## src/design/uic_map.vh

```
`ifndef UIC_MAP_VH
`define UIC_MAP_VH

// Register addresses (word index in low address bits)
`define UIC_ADDR_W          4
`define UIC_OFF_IDFC        4'h0
`define UIC_OFF_INT_STATUS  4'h1
`define UIC_OFF_INT_MASK    4'h2

// Write-side field positions of the shared location
`define UIC_BIT_FIFO_EN     0
`define UIC_BIT_RX_RST      1
`define UIC_BIT_TX_RST      2

// Reset values
`define UIC_FIFO_EN_RST     1'b1
`define UIC_MASK_RST        2'h0

// Interrupt identification codes
`define UIC_ID_NONE         4'h1
`define UIC_ID_TXH_EMPTY    4'h2
`define UIC_ID_RX_DATA      4'h4
`define UIC_ID_LINE_STATUS  4'h6
`define UIC_ID_BUSY         4'h7
`define UIC_ID_CHAR_TMO     4'hc

// Status bit positions
`define UIC_ST_TX_RST       0
`define UIC_ST_RX_RST       1

`endif

```

## src/design/uic_int_id_fifo_ctrl.v

```verilog
`timescale 1ns/100ps
`include "uic_map.vh"

module uic_int_id_fifo_ctrl
(
  // Clock and reset
  input  wire       clk,
  input  wire       rst_n,
  // Register port
  input  wire [3:0] addr,
  input  wire [7:0] wdata,
  input  wire       wr_stb,
  input  wire       rd_stb,
  output reg  [7:0] rdata,
  // Pending interrupt sources, same clock
  input  wire       pend_line_status,
  input  wire       pend_rx_data,
  input  wire       pend_char_tmo,
  input  wire       pend_tx_holding_empty,
  input  wire       pend_busy,
  // FIFO control
  output reg        fifo_enable,
  output reg        tx_fifo_reset,
  output reg        rx_fifo_reset,
  // Interrupt
  output reg        irq
);

  // Register map, word addresses on the port:
  //   shared location  read: identification code in the low nibble
  //                    write: enable, receive reset, transmit reset
  //   status           sticky reset-occurred flags, write one to clear
  //   mask             enables of the status flags onto the interrupt
  // Every output is taken straight from a flip-flop, so the pulses and
  // the read data appear one cycle after the strobe that caused them.
  // The pending inputs come from logic on this clock and are used as
  // they stand; a source in another domain must be synchronised first.

  // Side index of the per-side FIFO reset logic
  localparam N_SIDE  = 2;
  localparam SIDE_TX = 0;
  localparam SIDE_RX = 1;

  // Registered state beside the outputs
  reg  [1:0]        status_q;  // Sticky reset-occurred flags
  reg  [1:0]        mask_q;    // Interrupt mask, same layout as status

  // Next-state values
  reg  [1:0]        mask_d;
  reg               fifo_enable_d;
  reg  [7:0]        rdata_d;
  reg               irq_d;

  // Decoded strobes
  wire              wr_idfc;
  wire              wr_status;
  wire              wr_mask;

  // Write-side fields of the shared location
  wire              wr_fifo_en_bit;
  wire              wr_rx_rst_bit;
  wire              wr_tx_rst_bit;
  wire              en_change;
  wire [N_SIDE-1:0] rst_req;
  wire [N_SIDE-1:0] rst_d;
  wire [N_SIDE-1:0] status_d;

  // Identification path
  wire [3:0]        interrupt_id;

  // Address match, shared by the write-strobe decodes of the register port; the read mux uses its own case
  function addr_hit;
    input [3:0] a;
    input [3:0] off;
    begin
      addr_hit = (a == off);
    end
  endfunction

  // Priority encoder for the identification code; line status is the
  // most urgent, busy detect the least, and an idle port reads as none.
  // Codes: none 1, holding empty 2, receive data 4, line status 6,
  // busy 7, character timeout c. Only one code is shown at a time, so
  // software must service the source and read again to see the next.
  function [3:0] id_code;
    input ls;
    input rx;
    input tmo;
    input txh;
    input busy;
    begin
      if (ls)
      begin
        id_code = `UIC_ID_LINE_STATUS;
      end
      else if (rx)
      begin
        id_code = `UIC_ID_RX_DATA;
      end
      else if (tmo)
      begin
        id_code = `UIC_ID_CHAR_TMO;
      end
      else if (txh)
      begin
        id_code = `UIC_ID_TXH_EMPTY;
      end
      else if (busy)
      begin
        id_code = `UIC_ID_BUSY;
      end
      else
      begin
        id_code = `UIC_ID_NONE;
      end
    end
  endfunction

  // Write strobes per location; unmapped addresses match none of them
  assign wr_idfc   = wr_stb && addr_hit(addr, `UIC_OFF_IDFC);
  assign wr_status = wr_stb && addr_hit(addr, `UIC_OFF_INT_STATUS);
  assign wr_mask   = wr_stb && addr_hit(addr, `UIC_OFF_INT_MASK);

  // Fields of a write to the shared location
  assign wr_fifo_en_bit = wdata[`UIC_BIT_FIFO_EN];
  assign wr_rx_rst_bit  = wdata[`UIC_BIT_RX_RST];
  assign wr_tx_rst_bit  = wdata[`UIC_BIT_TX_RST];

  // A written enable that differs from the current one resets both
  // sides, even when both reset bits of that write are clear
  assign en_change = wr_fifo_en_bit != fifo_enable;

  // Explicit reset request per side
  assign rst_req[SIDE_TX] = wr_tx_rst_bit;
  assign rst_req[SIDE_RX] = wr_rx_rst_bit;

  // Code of the most urgent pending source, fed to the read path
  assign interrupt_id = id_code(pend_line_status, pend_rx_data, pend_char_tmo,
                                pend_tx_holding_empty, pend_busy);

  // Per-side reset pulse and sticky flag. The pulse lives for one
  // cycle only, so software never has to clear it; the flag records
  // that the pulse happened and stays until written with a one. A
  // pulse in the same cycle as the clear wins, so no event is lost.
  // Status bit order follows side order: transmit low, receive high.
  genvar g;
  generate
    for (g = 0; g < N_SIDE; g = g + 1)
    begin : g_side
      assign rst_d[g]    = wr_idfc && (rst_req[g] || en_change);
      assign status_d[g] = rst_d[g] || (status_q[g] && !(wr_status && wdata[g]));
    end
  endgenerate

  // Next FIFO enable; only a write to the shared location moves it.
  // Rewriting the current value resets only the sides whose reset bits are set.
  always @*
  begin
    fifo_enable_d = fifo_enable;
    if (wr_idfc)
    begin
      fifo_enable_d = wr_fifo_en_bit;
    end
  end

  // Next mask
  always @*
  begin
    mask_d = mask_q;
    if (wr_mask)
    begin
      mask_d = wdata[1:0];
    end
  end

  // Level interrupt from the next status, so a new event shows at once
  always @*
  begin
    irq_d = |(status_d & mask_q);
  end

  // Read mux; the shared location gives the identification only, so a
  // write there never alters what a later read returns
  always @*
  begin
    rdata_d = 8'h00;
    if (rd_stb)
    begin
      case (addr)
        `UIC_OFF_IDFC:
        begin
          rdata_d = {4'h0, interrupt_id};
        end
        `UIC_OFF_INT_STATUS:
        begin
          rdata_d = {6'h00, status_q};
        end
        `UIC_OFF_INT_MASK:
        begin
          rdata_d = {6'h00, mask_q};
        end
        default:
        begin
          rdata_d = 8'h00;
        end
      endcase
    end
  end

  // FIFO enable, out of reset with the FIFOs on
  always @(posedge clk or negedge rst_n)
  begin
    if (!rst_n)
    begin
      fifo_enable <= `UIC_FIFO_EN_RST;
    end
    else
    begin
      fifo_enable <= fifo_enable_d;
    end
  end

  // Self-clearing FIFO reset pulses; each stands for exactly one cycle,
  // and the FIFO pointers treat it as a return to empty
  always @(posedge clk or negedge rst_n)
  begin
    if (!rst_n)
    begin
      tx_fifo_reset <= 1'b0;
      rx_fifo_reset <= 1'b0;
    end
    else
    begin
      tx_fifo_reset <= rst_d[SIDE_TX];
      rx_fifo_reset <= rst_d[SIDE_RX];
    end
  end

  // Sticky status and mask
  always @(posedge clk or negedge rst_n)
  begin
    if (!rst_n)
    begin
      status_q <= 2'h0;
      mask_q   <= `UIC_MASK_RST;
    end
    else
    begin
      status_q <= status_d;
      mask_q   <= mask_d;
    end
  end

  // Read data, zero outside the cycle after a read
  always @(posedge clk or negedge rst_n)
  begin
    if (!rst_n)
    begin
      rdata <= 8'h00;
    end
    else
    begin
      rdata <= rdata_d;
    end
  end

  // Interrupt output, a level that follows the unmasked flags
  always @(posedge clk or negedge rst_n)
  begin
    if (!rst_n)
    begin
      irq <= 1'b0;
    end
    else
    begin
      irq <= irq_d;
    end
  end

endmodule // uic_int_id_fifo_ctrl

```

## config.mk

```make
export PLATFORM = sky130hd
export DESIGN_NAME = uic_int_id_fifo_ctrl
export DESIGN_NICKNAME = d
export VERILOG_FILES = /design/src/design/uic_int_id_fifo_ctrl.v
export VERILOG_INCLUDE_DIRS = /design/src /design/src/design
export SDC_FILE = /design/constraint.sdc
export NUM_CORES = 1
export LEC_CHECK = 0
export BUFFER_PORTS_ARGS = -buffer_cell sky130_fd_sc_hd__buf_4
export CORE_MARGIN = 1
export CORE_UTILIZATION = 38
export CTS_CLUSTER_SIZE = 16
export DETAILED_ROUTE_END_ITERATION = 7
export PLACE_DENSITY = 0.7
export SLEW_MARGIN = 0
export SYNTH_ARGS = -nofsm -noshare
export SYNTH_HDL_FRONTEND = slang
export SYNTH_SLANG_ARGS = --single-unit
```

## constraint.sdc

```tcl
create_clock -name clk -period 1.7 [get_ports clk]
set_input_delay 0.255 -clock clk [delete_from_list [all_inputs] [get_ports clk]]
set_output_delay 0.255 -clock clk [all_outputs]
set_load 0.005 [all_outputs]
```

Word level (Yosys, flattened, before mapping)
Index checks and enable logic that the tools add are counted.
{"block": "word_totals", "word_cells": 35, "output_inout_bits": 12, "inputBits": 21, "ff_bits": 16}
{"block": "classes", "bitwise_logic": 1, "eq_ne": 3, "muxes": 7, "reduce_logical": 17}
{"operator": "$mux W4", "count": 3}
{"operator": "$pmux W4 S3", "count": 1}
{"operator": "$logic_and A1 B1 Y1", "count": 9}
{"operator": "$mux W8", "count": 1}
{"operator": "$mux W3", "count": 2}
{"operator": "$eq A4 B1 Y1 const B", "count": 1}
{"operator": "$eq A4 B2 Y1 const B", "count": 1}
{"operator": "$logic_not A4 Y1", "count": 1}
{"operator": "$logic_or A1 B1 Y1", "count": 4}
{"operator": "$and A2 B2 Y2", "count": 1}
{"operator": "$logic_not A1 Y1", "count": 2}
{"operator": "$reduce_or A2 Y1", "count": 1}
{"operator": "$ne A1 B1 Y1", "count": 1}

Longest topological paths before layout
{"block": "depth", "word_depth": 8, "ltp_mapped": 5, "depth_no_buf": 4}

Worst setup path after synthesis
OpenSTA, ideal clock, no wires.
{"block": "synth_timing", "path_type": "in2reg", "from": "input port addr[0]", "to": "register rdata[0]", "slack_ns": 0.375, "setup_ns": 0.077, "t_required_ns": 1.623, "t_arrival_ns": 1.247, "path_buffers": 1, "cell_stages": 4, "cell_sequence": "buf_6 or3_4 or4_1 a21oi_1"}
{"block": "synth_via", "elab_chain_cells": 3, "word_cells_on_any_way": 5, "cone_classes": "eq/ne (2); mux (2); reduce/logical (1)"}
{"item": "start: declaration", "line": "uic_int_id_fifo_ctrl.v:10", "rtl": "input wire [3:0] addr,"}
{"item": "$eq A4 B2 Y1 (tied with other cells)", "line": "uic_int_id_fifo_ctrl.v:189", "rtl": "case (addr)"}
{"item": "$pmux W4 S3 (*)", "line": "uic_int_id_fifo_ctrl.v:189"}
{"item": "$mux W8 (*)", "line": "uic_int_id_fifo_ctrl.v:187", "rtl": "if (rd_stb)"}
{"item": "named net rdata_d[0]", "line": "uic_int_id_fifo_ctrl.v:51", "rtl": "reg [7:0] rdata_d;"}
{"item": "end signal: assignment", "line": "uic_int_id_fifo_ctrl.v:263", "rtl": "rdata <= rdata_d;"}
{"item": "end: declaration", "line": "uic_int_id_fifo_ctrl.v:14", "rtl": "output reg [7:0] rdata,"}
The timed path passes the listed nets; every way through them passes the cells marked *.
A chain may end at the register's enable or synchronous reset.

Worst setup path in the final report
{"block": "layout_timing", "from": "register fifo_enable", "to": "register irq"}
{"block": "layout_via", "elab_chain_cells": 6, "word_cells_on_any_way": 9, "cone_classes": "eq/ne (1); bitwise (1); reduce/logical (7)"}
{"item": "start: declaration", "line": "uic_int_id_fifo_ctrl.v:22", "rtl": "output reg fifo_enable,"}
{"item": "start signal: assignment", "line": "uic_int_id_fifo_ctrl.v:215", "rtl": "fifo_enable <= `UIC_FIFO_EN_RST;"}
{"item": "start signal: assignment", "line": "uic_int_id_fifo_ctrl.v:219", "rtl": "fifo_enable <= fifo_enable_d;"}
{"item": "$ne A1 B1 Y1 (*)", "line": "uic_int_id_fifo_ctrl.v:131", "rtl": "assign en_change = wr_fifo_en_bit != fifo_enable;"}
{"item": "$logic_or A1 B1 Y1", "line": "uic_int_id_fifo_ctrl.v:150", "rtl": "assign rst_d[g] = wr_idfc && (rst_req[g] || en_change);"}
{"item": "$logic_and A1 B1 Y1", "line": "uic_int_id_fifo_ctrl.v:150"}
{"item": "$logic_or A1 B1 Y1", "line": "uic_int_id_fifo_ctrl.v:151", "rtl": "assign status_d[g] = rst_d[g] || (status_q[g] && !(wr_status && wdata[g]));"}
{"item": "$and A2 B2 Y2 (*)", "line": "uic_int_id_fifo_ctrl.v:179", "rtl": "irq_d = |(status_d & mask_q);"}
{"item": "$reduce_or A2 Y1 (*)", "line": "uic_int_id_fifo_ctrl.v:179"}
{"item": "named net irq_d", "line": "uic_int_id_fifo_ctrl.v:52", "rtl": "reg irq_d;"}
{"item": "end signal: assignment", "line": "uic_int_id_fifo_ctrl.v:276", "rtl": "irq <= irq_d;"}
{"item": "end: declaration", "line": "uic_int_id_fifo_ctrl.v:26", "rtl": "output reg irq"}
Marks and branches as above.

==> out/summary.md <==
The maximum clock frequency is 755 MHz, and the placer congestion estimate is 0.779. The final cycle utilization of the critical path was 0.779; the post-detailed-route count of antenna-violating nets was 0. The flow ran to the end, and the final reports show no timing, DRC or antenna violations. Across the run, the number of max-cap violations was 0.

The most critical setup path has its endpoint at irq$_DFF_PN0_. The classification of the worst-slack hold path is primary input to flip-flop. Core area: 1520 um^2. Timing analysis after detailed placement gives a worst setup slack of 280 ps. Sorting the synthesized cells by area gives the leading types as sky130_fd_sc_hd__dfrtp_1 (44%), sky130_fd_sc_hd__mux2_2 (5.4%), sky130_fd_sc_hd__a21oi_1 (4.8%). Clock skew on the completed layout was measured at 0.598 ps.

Cell taking the most area after synthesis: sky130_fd_sc_hd__dfrtp_1. After detailed routing, the number of vias per cell comes to 5.10. The tightest hold path in the finished design has a slack of 154 ps.

The tools report the clock tree root buffer cell as sky130_fd_sc_hd__clkbuf_4. Setup repair after global routing left no endpoint under its margin. Counting cells, the worst reg-to-reg path comes to 4. In this run, distinct cell masters in the synthesized netlist total 27.

Counting the buffers created by CTS gives 3. The first routing iteration left 15 violations. For the number of global-route vias before repair, the log shows 494. The worst register-to-register path ends at irq$_DFF_PN0_. The final-report hold violation count is 0. The number of stages on the worst setup path came out at 4.

The number of cells upsized or downsized after cts is 0, and the number of sinks on the clock net is 12. The tools report the register area share after synthesis as 0.479. TritonCTS built the clock tree. Broken down by cell family, the worst path's largest delay share belongs to flip-flops. After clock tree synthesis, the clock-pin slew on the worst setup and hold paths is 80 ps. After detailed routing, the number of remaining DRC violations is 0. The tools report the maximum number of pins on one net before global-route repair as 13.

For this design the ratio of total power to cell area is 878 nW/um^2. The die covers 1820 um^2. The tools report the global router's overall resource usage as 0.160. The smallest clock period supported by the final layout is computed as 1320 ps.

STA classifies the critical path endpoint as a flip-flop. The max-slew violation count is 0, and the initial antenna violation count is 0. The share of final-layout standard cells stronger than drive strength 1 is 0.393.

For this design the static power due to leakage is 0.412 nW. From synthesis to final layout, the design area changed by 33.2%. The area of all placed cells without fillers is 838 um^2.

Kind of launch point of the worst setup path: a flip-flop. The first-pass GRT wire length came out at 2.14 mm. The clock reaches the later pin of the worst-skew pair after 280 ps. Setup violations remaining at the end of the flow were counted as 0. The fraction of post-synthesis cell area in the top cell type by area works out to 0.437.

Counting both buffers and inverters, the worst setup path holds a total of 0. Buffers placed on the I/O ports in this run total 23. The overall die width was 42.7 um; the H-tree depth was 1. Synthesis produced 63 cells.

Dividing the detail-routed wire length by the instance count gives 12.3 um. The slowest stage of the critical path belongs to the cell sky130_fd_sc_hd__dfstp_2. The number of flops mapped to enable cells by yosys was 0; the placed wire-length estimate was 977 um. Row generation in the floorplan step produced 14 rows.

The cell area that synthesis handed to floorplanning was 629 um^2. The worst-case IR drop observed on VDD is 0.000482 V. Routed via count: 536. In this run the worst path has a maximum fanout of 3.

In this run the vertical extent of the chip is 42.7 um. Wires add up to 1.29 mm. In this run the deepest clock path goes through 2 buffers. Each instance of the synthesized netlist takes up on average 9.99 um^2. The tools report the launch point of the worst path as fifo_enable$_DFFE_PN1P_. The async set-or-reset flop fraction in the synthesized netlist is 1.00, and the count of boundary I/O pins is 33. By instance count, the leading cell after synthesis is sky130_fd_sc_hd__dfrtp_1. Sorting the synthesized cells by how often they occur yields sky130_fd_sc_hd__dfrtp_1 (11), sky130_fd_sc_hd__nor2_1 (7), sky130_fd_sc_hd__a21oi_1 (6), sky130_fd_sc_hd__nand2_1 (6), sky130_fd_sc_hd__buf_4 (4). Category of the critical setup timing path: flip-flop to flip-flop. STA puts the critical path data required time at 1860 ps.

Total power for the finished layout comes to 0.000736 W. The first detailed-routing pass took 4 iterations. The setup check on the worst reg-to-reg path leaves a slack of 380 ps.

The startpoint identified for the worst register-to-register timing path is fifo_enable$_DFFE_PN1P_. The most used flip-flop cell after synthesis is sky130_fd_sc_hd__dfrtp_1. The tools report the area of placed instances as 792 um^2.

The critical path goes through xor2_1 -> or2_2 -> a21boi_0 -> o21ai_0. The synthesized design contains 12 register bits. The final layout net count is 111. The starting density of the core was 0.413; the antenna diode count was 0.

Setup slack closes at 375 ps. After routing, the total negative slack on setup checks comes to 0 ps. The total overflow reported by the global router is 0, and the biggest cell delay along the critical path is 550 ps.

For the worst setup path, the data arrival time is 1480 ps. For the count of synthesis-stage warnings from yosys, the log shows 0.
-- cell type report --
type	instances	area, um^2
fillers	138	686
flip-flops and latches	12	302
multi-input cells	47	290
repair buffers	24	183
clock buffers	4	36.3
well taps	16	20.0
inverters	2	7.51
-- placed cells by master (no fill, tap or decap) --
cell type / n
sky130_fd_sc_hd__a21boi_0: 1
sky130_fd_sc_hd__conb_1: 4
sky130_fd_sc_hd__xor2_1: 1
sky130_fd_sc_hd__a21oi_1: 6
sky130_fd_sc_hd__or3_4: 1
sky130_fd_sc_hd__nor2b_1: 1
sky130_fd_sc_hd__dfstp_2: 1
sky130_fd_sc_hd__or2_2: 2
sky130_fd_sc_hd__and2b_1: 2
sky130_fd_sc_hd__nand2_1: 6
sky130_fd_sc_hd__nor4_1: 1
sky130_fd_sc_hd__a2111oi_0: 1
sky130_fd_sc_hd__or4_1: 1
sky130_fd_sc_hd__buf_4: 23
sky130_fd_sc_hd__a22oi_1: 1
sky130_fd_sc_hd__nor4b_4: 1
sky130_fd_sc_hd__o22ai_1: 2
sky130_fd_sc_hd__nand3_1: 1
sky130_fd_sc_hd__o21ai_0: 2
sky130_fd_sc_hd__nor4b_1: 1
sky130_fd_sc_hd__clkbuf_4: 3
sky130_fd_sc_hd__nor2_1: 7
sky130_fd_sc_hd__nor3_1: 1
sky130_fd_sc_hd__mux2_2: 3
sky130_fd_sc_hd__inv_1: 2
sky130_fd_sc_hd__dlygate4sd3_1: 1
sky130_fd_sc_hd__dfrtp_1: 11
sky130_fd_sc_hd__nand2b_1: 1
sky130_fd_sc_hd__clkbuf_8: 1
-- worst register-to-register path: stages (launching register included) --
cell                       delay (ps)
sky130_fd_sc_hd__dfstp_2          550
sky130_fd_sc_hd__xor2_1            90
sky130_fd_sc_hd__or2_2            300
sky130_fd_sc_hd__a21boi_0         170
sky130_fd_sc_hd__o21ai_0          100
-- cells by family (layout without fill, tap and decap cells) --
| kind of cell | Yosys count | after routing | synth area share |
|---|---|---|---|
| flip-flops | 12 | 12 | 0.479 |
| AO/OA/AOI/OAI | 13 | 13 | 0.121 |
| other | 1 | 4 | 0.00596 |
| buffers and inverters | 7 | 30 | 0.0775 |
| XOR/XNOR | 1 | 1 | 0.0139 |
| multiplexers | 3 | 3 | 0.0537 |
| AND/OR/NAND/NOR | 26 | 26 | 0.249 |
-- flip-flops by register name (all words and copies together) (netlist names) --
register       count
rdata              4
mask_q             2
status_q           2
fifo_enable        1
irq                1
rx_fifo_reset      1
tx_fifo_reset      1
-- report_power, final --
part	internal [W]	total, W	switching [W]	leakage [nW]
clock	0.000130	0.000230	0.000100	0.0210
combinational	0.0000905	0.000162	0.0000713	0.235
sequential	0.000322	0.000344	0.0000218	0.156
total	0.000543	0.000736	0.000193	0.412
-- layer usage --
layer	up-vias	routed length, um	GRT usage
li1	264	-	-
met1	251	528	0.186
met2	19	684	0.264
met3	2	60	0.0383
met4	0	18	0.0938
met5	-	0	0
-- worst min-delay path by stage --
stage                 start                  to  slack (ps)  depth (start not counted)
2_1_floorplan         rst_n       irq$_DFF_PN0_         -40                          0
3_3_place_gp          rst_n  rdata[2]$_DFF_PN0_         100                          1
3_5_place_dp          rst_n  rdata[3]$_DFF_PN0_         100                          1
4_1_cts        pend_rx_data  rdata[3]$_DFF_PN0_         150                          2
5_1_grt        pend_rx_data  rdata[3]$_DFF_PN0_         160                          2
6_report       pend_rx_data  rdata[3]$_DFF_PN0_         150                          2
-- per-stage QoR --
step,utilization,cells
2_1_floorplan,-,66
3_3_place_gp,0.520,100
3_5_place_dp,0.520,100
4_1_cts,0.550,105
5_1_grt,0.550,105
6_report,0.550,105
-- timing repair --
item,CTS,global route
hold buffers,1,0
buffers inserted,0,0
endpoints found under the hold margin,11,0
setup endpoints to repair,0,0
Note: power is estimated with default switching activity, not from simulation.
